$ cat src/rtl/ucrm_pkg.sv
/*
 Shared constants and carrier types of the compatible UART register map.
 Assumes an 8-bit host data bus and three address lines.
*/
package ucrm_pkg;

    // ==========================================================
    // Register addresses
    localparam logic [2:0] ADR_HOLD = 3'h0;
    localparam logic [2:0] ADR_IEN = 3'h1;
    localparam logic [2:0] ADR_ISTS = 3'h2;
    localparam logic [2:0] ADR_LCTL = 3'h3;
    localparam logic [2:0] ADR_MCTL = 3'h4;
    localparam logic [2:0] ADR_LSTS = 3'h5;
    localparam logic [2:0] ADR_MSTS = 3'h6;
    localparam logic [2:0] ADR_SPAD = 3'h7;

    // ==========================================================
    // Values, masks and field positions
    localparam logic [7:0] REG_RST = 8'h00;
    localparam logic [7:0] LCTL_ENH_KEY = 8'hbf;
    localparam logic [7:0] IEN_ENH_MASK = 8'hf0;
    localparam logic [7:0] FCTL_ENH_MASK = 8'h38;
    localparam logic [7:0] FCTL_ZERO_MASK = 8'h06;
    localparam logic [7:0] MCTL_ENH_MASK = 8'he0;
    localparam logic [7:0] NO_MASK = 8'h00;
    localparam logic [7:0] OPTS_ZERO_MASK = 8'h0f;
    localparam logic [7:0] EMS_ZERO_MASK = 8'h30;
    localparam int LCTL_DIV = 7;
    localparam int FCTL_FIFO_EN = 0;
    localparam int FCTL_RX_RST = 1;
    localparam int FCTL_TX_RST = 2;
    localparam int MCTL_DTR = 0;
    localparam int MCTL_RTS = 1;
    localparam int MCTL_OUT1 = 2;
    localparam int MCTL_IRQ_EN = 3;
    localparam int MCTL_LOOP = 4;
    localparam int MODEM_CNT = 4;

    // ==========================================================
    // Carrier types
    typedef struct packed {
        logic cs;
        logic rd;
        logic wr;
        logic [2:0] addr;
        logic [7:0] wdata;
    } ucrm_bus_t;

    typedef struct packed {
        logic [7:0] ien;
        logic [7:0] fctl;
        logic [7:0] lctl;
        logic [7:0] mctl;
        logic [7:0] opts;
        logic [7:0] ems;
    } ucrm_ctl_t;

    typedef struct packed {
        logic [3:0] int_src;
        logic xoff_int;
        logic flow_int;
        logic [7:0] lsts;
        logic [7:0] level;
    } ucrm_sts_t;

endpackage

$ cat src/rtl/ucrm_mask_reg.sv
/*
 One 8-bit control register whose enhanced bits are gated by the
 enhanced-function enable and whose fixed-zero bits never store.
 Assumes a one-cycle write strobe on the system clock.
*/
`timescale 1ns/10ps
module ucrm_mask_reg #(
    parameter logic [7:0] ENH_MASK = 8'h00,
    parameter logic [7:0] ZERO_MASK = 8'h00
) (
    // Clock and reset
    input wire logic clk_sys_i,
    input wire logic rstn_i,
    input wire logic ce_i,
    // Write side
    input wire logic we_i,
    input wire logic enh_en_i,
    input wire logic [7:0] wdata_i,
    // Effective value
    output logic [7:0] q_o
);
    import ucrm_pkg::*;

    logic [7:0] q_ff;
    logic [7:0] nxt_q;
    logic [7:0] wmask;

    // Enhanced bits stay inactive and hold still while the enable is low.
    assign wmask = enh_en_i ? ~ZERO_MASK : ~(ZERO_MASK | ENH_MASK);
    assign nxt_q = (wdata_i & wmask) | (q_ff & ~wmask & ~ZERO_MASK);

    always_ff @(posedge clk_sys_i or negedge rstn_i) begin
        if (!rstn_i) begin
            q_ff <= REG_RST;
        end else if (ce_i && we_i) begin
            q_ff <= nxt_q;
        end
    end

    assign q_o = enh_en_i ? q_ff : (q_ff & ~ENH_MASK);

endmodule

$ cat src/rtl/ucrm_delta.sv
/*
 Change flags for the modem inputs: a flag sets on any change of its
 level and clears on a status read; a change in the clearing cycle wins.
 Assumes levels synchronous to the system clock.
*/
`timescale 1ns/10ps
module ucrm_delta (
    // Clock and reset
    input wire logic clk_sys_i,
    input wire logic rstn_i,
    input wire logic ce_i,
    // Levels and clear
    input wire logic [ucrm_pkg::MODEM_CNT-1:0] lvl_i,
    input wire logic clr_i,
    // Sticky change flags
    output logic [ucrm_pkg::MODEM_CNT-1:0] flag_o
);
    import ucrm_pkg::*;

    logic armed_ff;

    // The first sample after reset only primes the history.
    always_ff @(posedge clk_sys_i or negedge rstn_i) begin
        if (!rstn_i) begin
            armed_ff <= 1'b0;
        end else if (ce_i) begin
            armed_ff <= 1'b1;
        end
    end

    for (genvar i = 0; i < MODEM_CNT; i++) begin : g_bit
        logic prev_ff;
        logic flag_ff;
        always_ff @(posedge clk_sys_i or negedge rstn_i) begin
            if (!rstn_i) begin
                prev_ff <= 1'b0;
                flag_ff <= 1'b0;
            end else if (ce_i) begin
                prev_ff <= lvl_i[i];
                if (armed_ff && (prev_ff != lvl_i[i])) begin
                    flag_ff <= 1'b1;
                end else if (clr_i) begin
                    flag_ff <= 1'b0;
                end
            end
        end
        assign flag_o[i] = flag_ff;
    end

endmodule

$ cat src/rtl/ucrm_regmap.sv
/*
 Compatible register set of a single-channel UART: host decode, control
 registers, status read-back and the access side effects.
 Assumes the divisor and enhanced banks sit beside this block, answer
 when foreign_o is high, and deliver the enhanced enable and the
 scratch-pad swap bit as levels. Host strobes are synchronous levels;
 each rising edge of chip select with a strobe is one access.
// Behaviour
// - Enhanced fields inactive, read zero unless enabled.
// - Interrupt enable register layout at address one.
// - Interrupt status read layout at address two.
// - FIFO control write layout at address two.
// - Line control register layout at address three.
// - Modem control register layout at address four.
// - Line status read layout at address five.
// - Modem status: change flags and input levels.
// - Address seven: scratch pad or mode/level by swap.
// - Enhanced mode select register layout, bits 5:4 zero.
*/
`timescale 1ns/10ps
module ucrm_regmap (
    // Clock and reset
    input wire logic clk_sys_i,
    input wire logic rstn_i,
    input wire logic ce_i,
    // Host bus
    input wire ucrm_pkg::ucrm_bus_t bus_i,
    output logic [7:0] data_o,
    output logic data_oe_o,
    output logic foreign_o,
    // Enhanced bank state
    input wire logic enh_en_i,
    input wire logic swap_spad_i,
    // Data path
    input wire logic [7:0] rx_data_i,
    output logic rx_pop_o,
    output logic [7:0] tx_data_o,
    output logic tx_push_o,
    output logic rx_fifo_rst_o,
    output logic tx_fifo_rst_o,
    // Engine status
    input wire ucrm_pkg::ucrm_sts_t sts_i,
    output logic lsts_read_o,
    output logic ists_read_o,
    // Modem lines, asserted high
    input wire logic [ucrm_pkg::MODEM_CNT-1:0] modem_in_i,
    output logic dtr_o,
    output logic rts_o,
    output logic out1_o,
    output logic irq_en_o,
    // Control registers
    output ucrm_pkg::ucrm_ctl_t ctl_o
);
    import ucrm_pkg::*;

    // ==========================================================
    // Access decode
    logic rd_prev_ff;
    logic wr_prev_ff;
    logic acc_rd;
    logic acc_wr;
    logic own;
    logic rd_go;
    logic wr_go;
    logic [2:0] addr;
    logic [7:0] wdata;

    assign addr = bus_i.addr;
    assign wdata = bus_i.wdata;
    assign acc_rd = bus_i.cs && bus_i.rd;
    assign acc_wr = bus_i.cs && bus_i.wr;

    // Divisor access and the enhanced key hand addresses to the other banks.
    always_comb begin
        own = 1'b1;
        if ((ctl_o.lctl == LCTL_ENH_KEY) && (addr != ADR_LCTL)) begin
            own = 1'b0;
        end else if (ctl_o.lctl[LCTL_DIV]) begin
            if ((addr == ADR_HOLD) || (addr == ADR_IEN)) begin
                own = 1'b0;
            end else if ((addr == ADR_ISTS) && enh_en_i) begin
                own = 1'b0;
            end
        end
    end

    assign foreign_o = (acc_rd || acc_wr) && !own;
    assign rd_go = ce_i && acc_rd && !rd_prev_ff && own;
    assign wr_go = ce_i && acc_wr && !wr_prev_ff && own;

    always_ff @(posedge clk_sys_i or negedge rstn_i) begin
        if (!rstn_i) begin
            rd_prev_ff <= 1'b0;
            wr_prev_ff <= 1'b0;
        end else if (ce_i) begin
            rd_prev_ff <= acc_rd;
            wr_prev_ff <= acc_wr;
        end
    end

    // ==========================================================
    // Control registers
    logic [7:0] lctl_ff;
    logic [7:0] spad_ff;
    logic [7:0] ems_ff;
    logic [7:0] ien_q;
    logic [7:0] fctl_q;
    logic [7:0] mctl_q;
    logic [7:0] opts_q;

    ucrm_mask_reg #(
        .ENH_MASK (IEN_ENH_MASK),
        .ZERO_MASK (NO_MASK)
    ) u_ien (
        .clk_sys_i (clk_sys_i),
        .rstn_i (rstn_i),
        .ce_i (ce_i),
        .we_i (wr_go && (addr == ADR_IEN)),
        .enh_en_i (enh_en_i),
        .wdata_i (wdata),
        .q_o (ien_q)
    );

    ucrm_mask_reg #(
        .ENH_MASK (FCTL_ENH_MASK),
        .ZERO_MASK (FCTL_ZERO_MASK)
    ) u_fctl (
        .clk_sys_i (clk_sys_i),
        .rstn_i (rstn_i),
        .ce_i (ce_i),
        .we_i (wr_go && (addr == ADR_ISTS)),
        .enh_en_i (enh_en_i),
        .wdata_i (wdata),
        .q_o (fctl_q)
    );

    ucrm_mask_reg #(
        .ENH_MASK (MCTL_ENH_MASK),
        .ZERO_MASK (NO_MASK)
    ) u_mctl (
        .clk_sys_i (clk_sys_i),
        .rstn_i (rstn_i),
        .ce_i (ce_i),
        .we_i (wr_go && (addr == ADR_MCTL)),
        .enh_en_i (enh_en_i),
        .wdata_i (wdata),
        .q_o (mctl_q)
    );

    ucrm_mask_reg #(
        .ENH_MASK (NO_MASK),
        .ZERO_MASK (OPTS_ZERO_MASK)
    ) u_opts (
        .clk_sys_i (clk_sys_i),
        .rstn_i (rstn_i),
        .ce_i (ce_i),
        .we_i (wr_go && (addr == ADR_MSTS)),
        .enh_en_i (enh_en_i),
        .wdata_i (wdata),
        .q_o (opts_q)
    );

    always_ff @(posedge clk_sys_i or negedge rstn_i) begin
        if (!rstn_i) begin
            lctl_ff <= REG_RST;
        end else if (wr_go && (addr == ADR_LCTL)) begin
            lctl_ff <= wdata;
        end
    end

    // The swap bit steers writes at address seven.
    always_ff @(posedge clk_sys_i or negedge rstn_i) begin
        if (!rstn_i) begin
            spad_ff <= REG_RST;
            ems_ff <= REG_RST;
        end else if (wr_go && (addr == ADR_SPAD)) begin
            if (swap_spad_i) begin
                ems_ff <= wdata & ~EMS_ZERO_MASK;
            end else begin
                spad_ff <= wdata;
            end
        end
    end

    assign ctl_o.ien = ien_q;
    assign ctl_o.fctl = fctl_q;
    assign ctl_o.lctl = lctl_ff;
    assign ctl_o.mctl = mctl_q;
    assign ctl_o.opts = opts_q;
    assign ctl_o.ems = ems_ff;

    // ==========================================================
    // Modem lines and loopback
    logic [MODEM_CNT-1:0] lvl;
    logic [MODEM_CNT-1:0] delta;
    logic loop;
    logic msts_clr;

    assign loop = mctl_q[MCTL_LOOP];

    // In loopback the outputs feed the status inputs and the pins go idle.
    assign lvl = loop ? {mctl_q[MCTL_IRQ_EN], mctl_q[MCTL_OUT1],
                         mctl_q[MCTL_DTR], mctl_q[MCTL_RTS]} : modem_in_i;
    assign dtr_o = mctl_q[MCTL_DTR] && !loop;
    assign rts_o = mctl_q[MCTL_RTS] && !loop;
    assign out1_o = mctl_q[MCTL_OUT1] && !loop;
    assign irq_en_o = mctl_q[MCTL_IRQ_EN] && !loop;
    assign msts_clr = rd_go && (addr == ADR_MSTS);

    ucrm_delta u_delta (
        .clk_sys_i (clk_sys_i),
        .rstn_i (rstn_i),
        .ce_i (ce_i),
        .lvl_i (lvl),
        .clr_i (msts_clr),
        .flag_o (delta)
    );

    // ==========================================================
    // Read mux
    logic [7:0] ists;
    logic [7:0] nxt_rdata;
    logic [7:0] rdata_ff;
    logic oe_ff;

    assign ists = {{2{fctl_q[FCTL_FIFO_EN]}}, sts_i.flow_int && enh_en_i,
                   sts_i.xoff_int && enh_en_i, sts_i.int_src};

    always_comb begin
        case (addr)
            ADR_HOLD: nxt_rdata = rx_data_i;
            ADR_IEN: nxt_rdata = ien_q;
            ADR_ISTS: nxt_rdata = ists;
            ADR_LCTL: nxt_rdata = lctl_ff;
            ADR_MCTL: nxt_rdata = mctl_q;
            ADR_LSTS: nxt_rdata = sts_i.lsts;
            ADR_MSTS: nxt_rdata = {lvl, delta};
            ADR_SPAD: nxt_rdata = swap_spad_i ? sts_i.level : spad_ff;
            default: nxt_rdata = REG_RST;
        endcase
    end

    always_ff @(posedge clk_sys_i or negedge rstn_i) begin
        if (!rstn_i) begin
            rdata_ff <= REG_RST;
        end else if (rd_go) begin
            rdata_ff <= nxt_rdata;
        end
    end

    // The data bus is driven from the captured byte until the strobe drops.
    always_ff @(posedge clk_sys_i or negedge rstn_i) begin
        if (!rstn_i) begin
            oe_ff <= 1'b0;
        end else if (ce_i) begin
            oe_ff <= rd_go || (oe_ff && acc_rd);
        end
    end

    assign data_o = rdata_ff;
    assign data_oe_o = oe_ff;

    // ==========================================================
    // Access side effects
    logic [7:0] tx_data_ff;
    logic tx_push_ff;
    logic rx_pop_ff;
    logic rx_rst_ff;
    logic tx_rst_ff;
    logic lsts_rd_ff;
    logic ists_rd_ff;

    always_ff @(posedge clk_sys_i or negedge rstn_i) begin
        if (!rstn_i) begin
            tx_data_ff <= REG_RST;
        end else if (wr_go && (addr == ADR_HOLD)) begin
            tx_data_ff <= wdata;
        end
    end

    always_ff @(posedge clk_sys_i or negedge rstn_i) begin
        if (!rstn_i) begin
            tx_push_ff <= 1'b0;
            rx_pop_ff <= 1'b0;
            lsts_rd_ff <= 1'b0;
            ists_rd_ff <= 1'b0;
        end else if (ce_i) begin
            tx_push_ff <= wr_go && (addr == ADR_HOLD);
            rx_pop_ff <= rd_go && (addr == ADR_HOLD);
            lsts_rd_ff <= rd_go && (addr == ADR_LSTS);
            ists_rd_ff <= rd_go && (addr == ADR_ISTS);
        end
    end

    always_ff @(posedge clk_sys_i or negedge rstn_i) begin
        if (!rstn_i) begin
            rx_rst_ff <= 1'b0;
            tx_rst_ff <= 1'b0;
        end else if (ce_i) begin
            rx_rst_ff <= wr_go && (addr == ADR_ISTS) && wdata[FCTL_RX_RST];
            tx_rst_ff <= wr_go && (addr == ADR_ISTS) && wdata[FCTL_TX_RST];
        end
    end

    assign tx_data_o = tx_data_ff;
    assign tx_push_o = tx_push_ff;
    assign rx_pop_o = rx_pop_ff;
    assign rx_fifo_rst_o = rx_rst_ff;
    assign tx_fifo_rst_o = tx_rst_ff;
    assign lsts_read_o = lsts_rd_ff;
    assign ists_read_o = ists_rd_ff;

    // ==========================================================
    // Checks
    enh_zero_a: assert property (@(posedge clk_sys_i) disable iff (!rstn_i)
        (rd_go && !enh_en_i && (addr == ADR_IEN)) |=> (data_o[7:4] == 4'h0))
        else $error("enhanced enable bits visible while disabled");

    thr_push_a: assert property (@(posedge clk_sys_i) disable iff (!rstn_i)
        (wr_go && (addr == ADR_HOLD)) |=> (tx_push_o && (tx_data_o == $past(wdata))))
        else $error("transmit byte not pushed");

    ien_write_a: assert property (@(posedge clk_sys_i) disable iff (!rstn_i)
        (wr_go && enh_en_i && (addr == ADR_IEN)) |=> (ctl_o.ien == $past(wdata)))
        else $error("interrupt enable not stored");

    ists_read_a: assert property (@(posedge clk_sys_i) disable iff (!rstn_i)
        (rd_go && (addr == ADR_ISTS)) |=> (ists_read_o
            && (data_o[7:6] == {2{$past(fctl_q[FCTL_FIFO_EN])}})
            && (data_o[3:0] == $past(sts_i.int_src))))
        else $error("interrupt status read wrong");

    fifo_rst_a: assert property (@(posedge clk_sys_i) disable iff (!rstn_i)
        (wr_go && (addr == ADR_ISTS)) |=> ((rx_fifo_rst_o == $past(wdata[FCTL_RX_RST]))
            && (tx_fifo_rst_o == $past(wdata[FCTL_TX_RST])) && !ctl_o.fctl[FCTL_RX_RST]))
        else $error("fifo reset pulse wrong");

    lctl_write_a: assert property (@(posedge clk_sys_i) disable iff (!rstn_i)
        (wr_go && (addr == ADR_LCTL)) |=> (ctl_o.lctl == $past(wdata)))
        else $error("line control not stored");

    loop_idle_a: assert property (@(posedge clk_sys_i) disable iff (!rstn_i)
        ctl_o.mctl[MCTL_LOOP] |-> (!dtr_o && !rts_o && (lvl[0] == ctl_o.mctl[MCTL_RTS])))
        else $error("loopback modem lines wrong");

    lsts_read_a: assert property (@(posedge clk_sys_i) disable iff (!rstn_i)
        (rd_go && (addr == ADR_LSTS)) |=> (lsts_read_o && (data_o == $past(sts_i.lsts))))
        else $error("line status read wrong");

    msts_read_a: assert property (@(posedge clk_sys_i) disable iff (!rstn_i)
        (rd_go && (addr == ADR_MSTS)) |=> (data_o == {$past(lvl), $past(delta)}))
        else $error("modem status read wrong");

    opts_write_a: assert property (@(posedge clk_sys_i) disable iff (!rstn_i)
        (wr_go && (addr == ADR_MSTS)) |=> (ctl_o.opts == {$past(wdata[7:4]), 4'h0}))
        else $error("modem options not stored");

    level_read_a: assert property (@(posedge clk_sys_i) disable iff (!rstn_i)
        (rd_go && swap_spad_i && (addr == ADR_SPAD)) |=> (data_o == $past(sts_i.level)))
        else $error("fifo level not returned");

    ems_write_a: assert property (@(posedge clk_sys_i) disable iff (!rstn_i)
        (wr_go && swap_spad_i && (addr == ADR_SPAD)) |=>
            (ctl_o.ems == {$past(wdata[7:6]), 2'h0, $past(wdata[3:0])}))
        else $error("mode select not stored");

endmodule

$ cat config.mk
export PLATFORM = sky130hd
export DESIGN_NAME = ucrm_regmap
export DESIGN_NICKNAME = d
export VERILOG_FILES = /design/src/rtl/ucrm_pkg.sv /design/src/rtl/ucrm_mask_reg.sv /design/src/rtl/ucrm_delta.sv /design/src/rtl/ucrm_regmap.sv
export SDC_FILE = /design/constraint.sdc
export NUM_CORES = 1
export LEC_CHECK = 0
export BUFFER_PORTS_ARGS = -buffer_cell sky130_fd_sc_hd__buf_2
export CELL_PAD_IN_SITES_DETAIL_PLACEMENT = 0
export CELL_PAD_IN_SITES_GLOBAL_PLACEMENT = 1
export CORE_AREA = 4 4 160 85
export CTS_BUF_LIST = sky130_fd_sc_hd__clkbuf_4 sky130_fd_sc_hd__clkbuf_8
export DETAILED_ROUTE_END_ITERATION = 10
export DIE_AREA = 0 0 164 89
export PLACE_DENSITY_LB_ADDON = 0.1
export SKIP_CTS_REPAIR_TIMING = 1
export SYNTH_ARGS = -nofsm -noshare
export SYNTH_HDL_FRONTEND = slang
export SYNTH_SLANG_ARGS = --single-unit
$ cat constraint.sdc
create_clock -name clk_sys_i -period 2.2 [get_ports clk_sys_i]
set_input_delay 0.22 -clock clk_sys_i [delete_from_list [all_inputs] [get_ports clk_sys_i]]
set_output_delay 0.22 -clock clk_sys_i [all_outputs]
set_load 0.05 [all_outputs]
==> PnR_summary.wiki <==
{| class="wikitable"
! Metric !! Value
|-
| Result of the run || finished clean
|-
| Largest family of logic cells by synthesized area || multiplexers
|-
| Buffer depth of the longest clock path || 2
|-
| Max H-tree Level || 3
|-
| Critical path endpoint category || output pin
|-
| Gate count of the mapped netlist || 343
|-
| Critical Path Start Type || flip-flop
|-
| Layout overhead on the synthesized area || 24.9%
|-
| Biggest area contributors in the synthesized netlist || sky130_fd_sc_hd__dfrtp_1, sky130_fd_sc_hd__mux2_2, sky130_fd_sc_hd__buf_4
|-
| Max-slew headroom at the worst pin || 67.9%
|-
| Part of the power in the clock network || 26.2%
|-
| DR iter-0 viols || about 250
|-
| DRC violations left || 0
|-
| Peak VDD IR || 446 uV
|-
| Antenna diode count || 0
|-
| Start point of the critical path || lctl_ff[2]$_DFFE_PN0P_
|-
| Initial standard-cell utilization of the core || 34.0%
|-
| Number of buffers inserted by port buffering || 120
|-
| Kind of critical path || flip-flop to output pin
|-
| Max Clock Skew || 0.00928 ns
|-
| FFs w/ async S/R, synth || 100%
|-
| Standard-cell row count || 29
|-
| Worst-path fanout max || 5
|-
| Critical path data required time || 1.98 ns
|-
| Setup-failing EPs final || 0
|-
| Via count of the first global-routing pass || 3,292
|-
| Combinational share of power || about a third
|-
| Final routed wire length divided by cell count || 20.7 microns
|-
| Tmin final || 2.07 ns
|-
| Aggregate global routing overflow || 0
|-
| Top cell type by total area after synthesis || sky130_fd_sc_hd__dfrtp_1
|-
| Number of distinct library cell variants in the gate-level netlist after synthesis || 50
|-
| Die W || around 160 microns
|-
| Combined area of the multi-input logic cells || about 1900 sq um
|-
| WP data arrival || 1.85 ns
|-
| Leading cell types by count after synthesis || sky130_fd_sc_hd__dfrtp_1, sky130_fd_sc_hd__mux2_2, sky130_fd_sc_hd__buf_4, sky130_fd_sc_hd__nand2_1, sky130_fd_sc_hd__mux2i_1
|-
| Sequential standard cell area || around 2100 sq um
|-
| Portion of the clock cycle consumed by the worst path in the final layout || 94.0%
|-
| Post-synthesis mux area share || 23.0%
|-
| TritonCTS clock tree || done
|-
| Share of total power consumed by net switching || approximately two fifths
|-
| Type of the most critical hold path || input port to flip-flop
|-
| Final weighted congestion in routability-driven placement || slightly above 0.8
|-
| Antenna violations before repair || 0
|-
| Total GRT Usage || 18.7%
|-
| Via/cell ratio || just over 5
|-
| Hold Vio Cnt, Final || 0
|-
| Top-area cell type share of the netlist area || between 40% and 50%
|-
| Internal power summed over all cells || 0.00278 W
|-
| Max-cap check violation count || 0
|-
| Unrepaired setup endpoints after global routing || no
|-
| DRT Pass-1 Iters || 4
|-
| Sequential power share || 40.8%
|-
| Fraction of the mapped netlist area in compound gates || 8.73%
|-
| Count of filler cells inserted in the layout || between 1,000 and 1,500
|-
| Count of pins on the block boundary || roughly 130
|-
| Maximum clock rate || about 0.48 GHz
|-
| Post-synthesis simple-gate area fraction || 12.0%
|-
| Final Util || 42.5%
|-
| Post-detailed-routing wire length || 13,300 microns
|-
| Number of routed nets with antenna violations || 0
|-
| # nets final || 524
|-
| Cell at the root of the clock tree || sky130_fd_sc_hd__clkbuf_8
|-
| Worst skew pair latency || 0.37 ns
|-
| Sequential element share of the synthesized area || 49.2%
|-
| Main flop type after synthesis || sky130_fd_sc_hd__dfrtp_1
|-
| Number of enable-type register cells in the synthesized netlist || 0
|-
| Die Y-Extent || around 90 microns
|-
| Leakage || 2.59 nW
|-
| Number of buffers inserted during clock tree synthesis || 9
|-
| Total of flip-flops plus latches after synthesis || 82
|-
| Clock edge transition at the registers on the reported setup and hold paths || about 0.09 ns
|-
| Count of vias placed by the detailed router || 3,267
|-
| Fraction of final layout cells sized beyond drive strength 1 || 50.4%
|-
| Number of warnings reported in the yosys synthesis log || 0
|-
| Post-synthesis adder-cell area fraction || 0%
|-
| Wire length of the first global-routing pass || 20,000 microns
|-
| Switching power total || 0.00180 W
|-
| Cell with the most instances after synthesis || sky130_fd_sc_hd__dfrtp_1
|-
| Maximum number of pins on one net before global-route repair || 35
|-
| Floorplan Core Area || around 12,000 sq um
|-
| Total Die Area || 14,600 sq um
|-
| Synth Area in XOR/XNOR || less than 1%
|-
| Power per cell area || 879 nW/um^2
|-
| Pins over their slew limit || 0
|-
| Post-synth design cell area || approximately 4200 sq um
|-
| Synthesized area per cell || 12.2 sq um
|-
| Start point of the worst hold path || bus_i[12]
|-
| Beginning of the worst register-to-register path || lctl_ff[6]$_DFFE_PN0P_
|-
| Worst Tran Pin Value || 0.470 ns
|-
| Clock tree sinks || 82
|-
| Post-detailed-placement half-perimeter wirelength || 10,400 microns
|-
| Post-route setup TNS || 0 ns
|}
-- metrics by stage --
step / cell area (sq um) / power [W] / instances / setup slack, ns / hold slack, ns
after CTS: 5190 / 0.00463 / 645 / 0.0721 / -0.246
after detailed placement: 4970 / 0.00342 / 629 / 0.202 / 0.153
after global routing: 5210 / 0.00479 / 646 / 0.0276 / 0.155
after floorplan: 4200 / 0.00299 / 350 / 0.255 / -0.0756
after global placement: 4970 / 0.00340 / 629 / 0.207 / 0.154
final: 5210 / 0.00458 / 646 / 0.131 / 0.161
-- cell usage in the layout (no fill, tap or decap), types with 9 or more instances in the layout --
cell type                    n
sky130_fd_sc_hd__clkbuf_8   12
sky130_fd_sc_hd__buf_2     119
sky130_fd_sc_hd__dfrtp_1    81
sky130_fd_sc_hd__a21oi_1    10
sky130_fd_sc_hd__and2_1      9
sky130_fd_sc_hd__nand2_1    23
sky130_fd_sc_hd__mux2_2     56
sky130_fd_sc_hd__o21ai_0    12
sky130_fd_sc_hd__nor2_1     13
sky130_fd_sc_hd__buf_4      24
sky130_fd_sc_hd__mux2i_1    17
-- layer usage --
layer  global-route usage (%)  vias to the layer above  wire [microns]
li1                         -                     1481               -
met1                     29.1                     1621            6700
met2                     25.2                      153            5230
met3                     5.80                       12            1290
met4                     3.58                        0             121
met5                        0                        -               0
-- worst paths after layout --
kind | endpoint | slack [ns] | cells past startpoint
worst min register to register | data_oe_o$_DFFE_PN0P_ | 0.48 | 2
min in group asynchronous | data_o[6]$_DFFE_PN0N_ | 0.30 | 2
max in group asynchronous | spad_ff[4]$_DFFE_PN0P_ | 1.22 | 3
worst min-delay path | rd_prev_ff$_DFFE_PN0P_ | 0.16 | 3
worst max-delay path | foreign_o | 0.13 | 5
worst max register to register | u_mctl.q_ff[2]$_DFFE_PN0P_ | 0.16 | 4
-- kinds of logic after synthesis --
family / after synthesis
buffers and inverters: 41
AND/OR/NAND/NOR: 82
multiplexers: 81
AO/OA/AOI/OAI: 52
other: 1
flip-flops: 82
XOR/XNOR: 4
-- power groups by stage --
stage	Combinational, W	Sequential, W	Clock (W)
6_report	0.00151	0.00187	0.00120
4_1_cts	0.00152	0.00187	0.00123
3_5_place_dp	0.00152	0.00190	0
3_3_place_gp	0.00151	0.00189	0
5_1_grt	0.00160	0.00190	0.00130
2_1_floorplan	0.000739	0.00225	0
-- cell type report --
| cell class | count | share of cell area, % |
|---|---|---|
| inverter | 6 | 0.432 |
| multi-input combinational | 227 | 36.4 |
| timing repair buffer | 145 | 15.5 |
| tap | 170 | 4.08 |
| sequential | 82 | 39.4 |
| clock inverter | 3 | 0.889 |
| clock buffer | 13 | 3.31 |
-- critical path, stage by stage, from the launching register on --
cell and delay (ns):
sky130_fd_sc_hd__dfrtp_1 0.44, sky130_fd_sc_hd__nand4_1 0.22, sky130_fd_sc_hd__nor3_2 0.20, sky130_fd_sc_hd__buf_4 0.17, sky130_fd_sc_hd__o221a_2 0.19, sky130_fd_sc_hd__buf_2 0.26
Note: power is estimated with default switching activity, not from simulation.
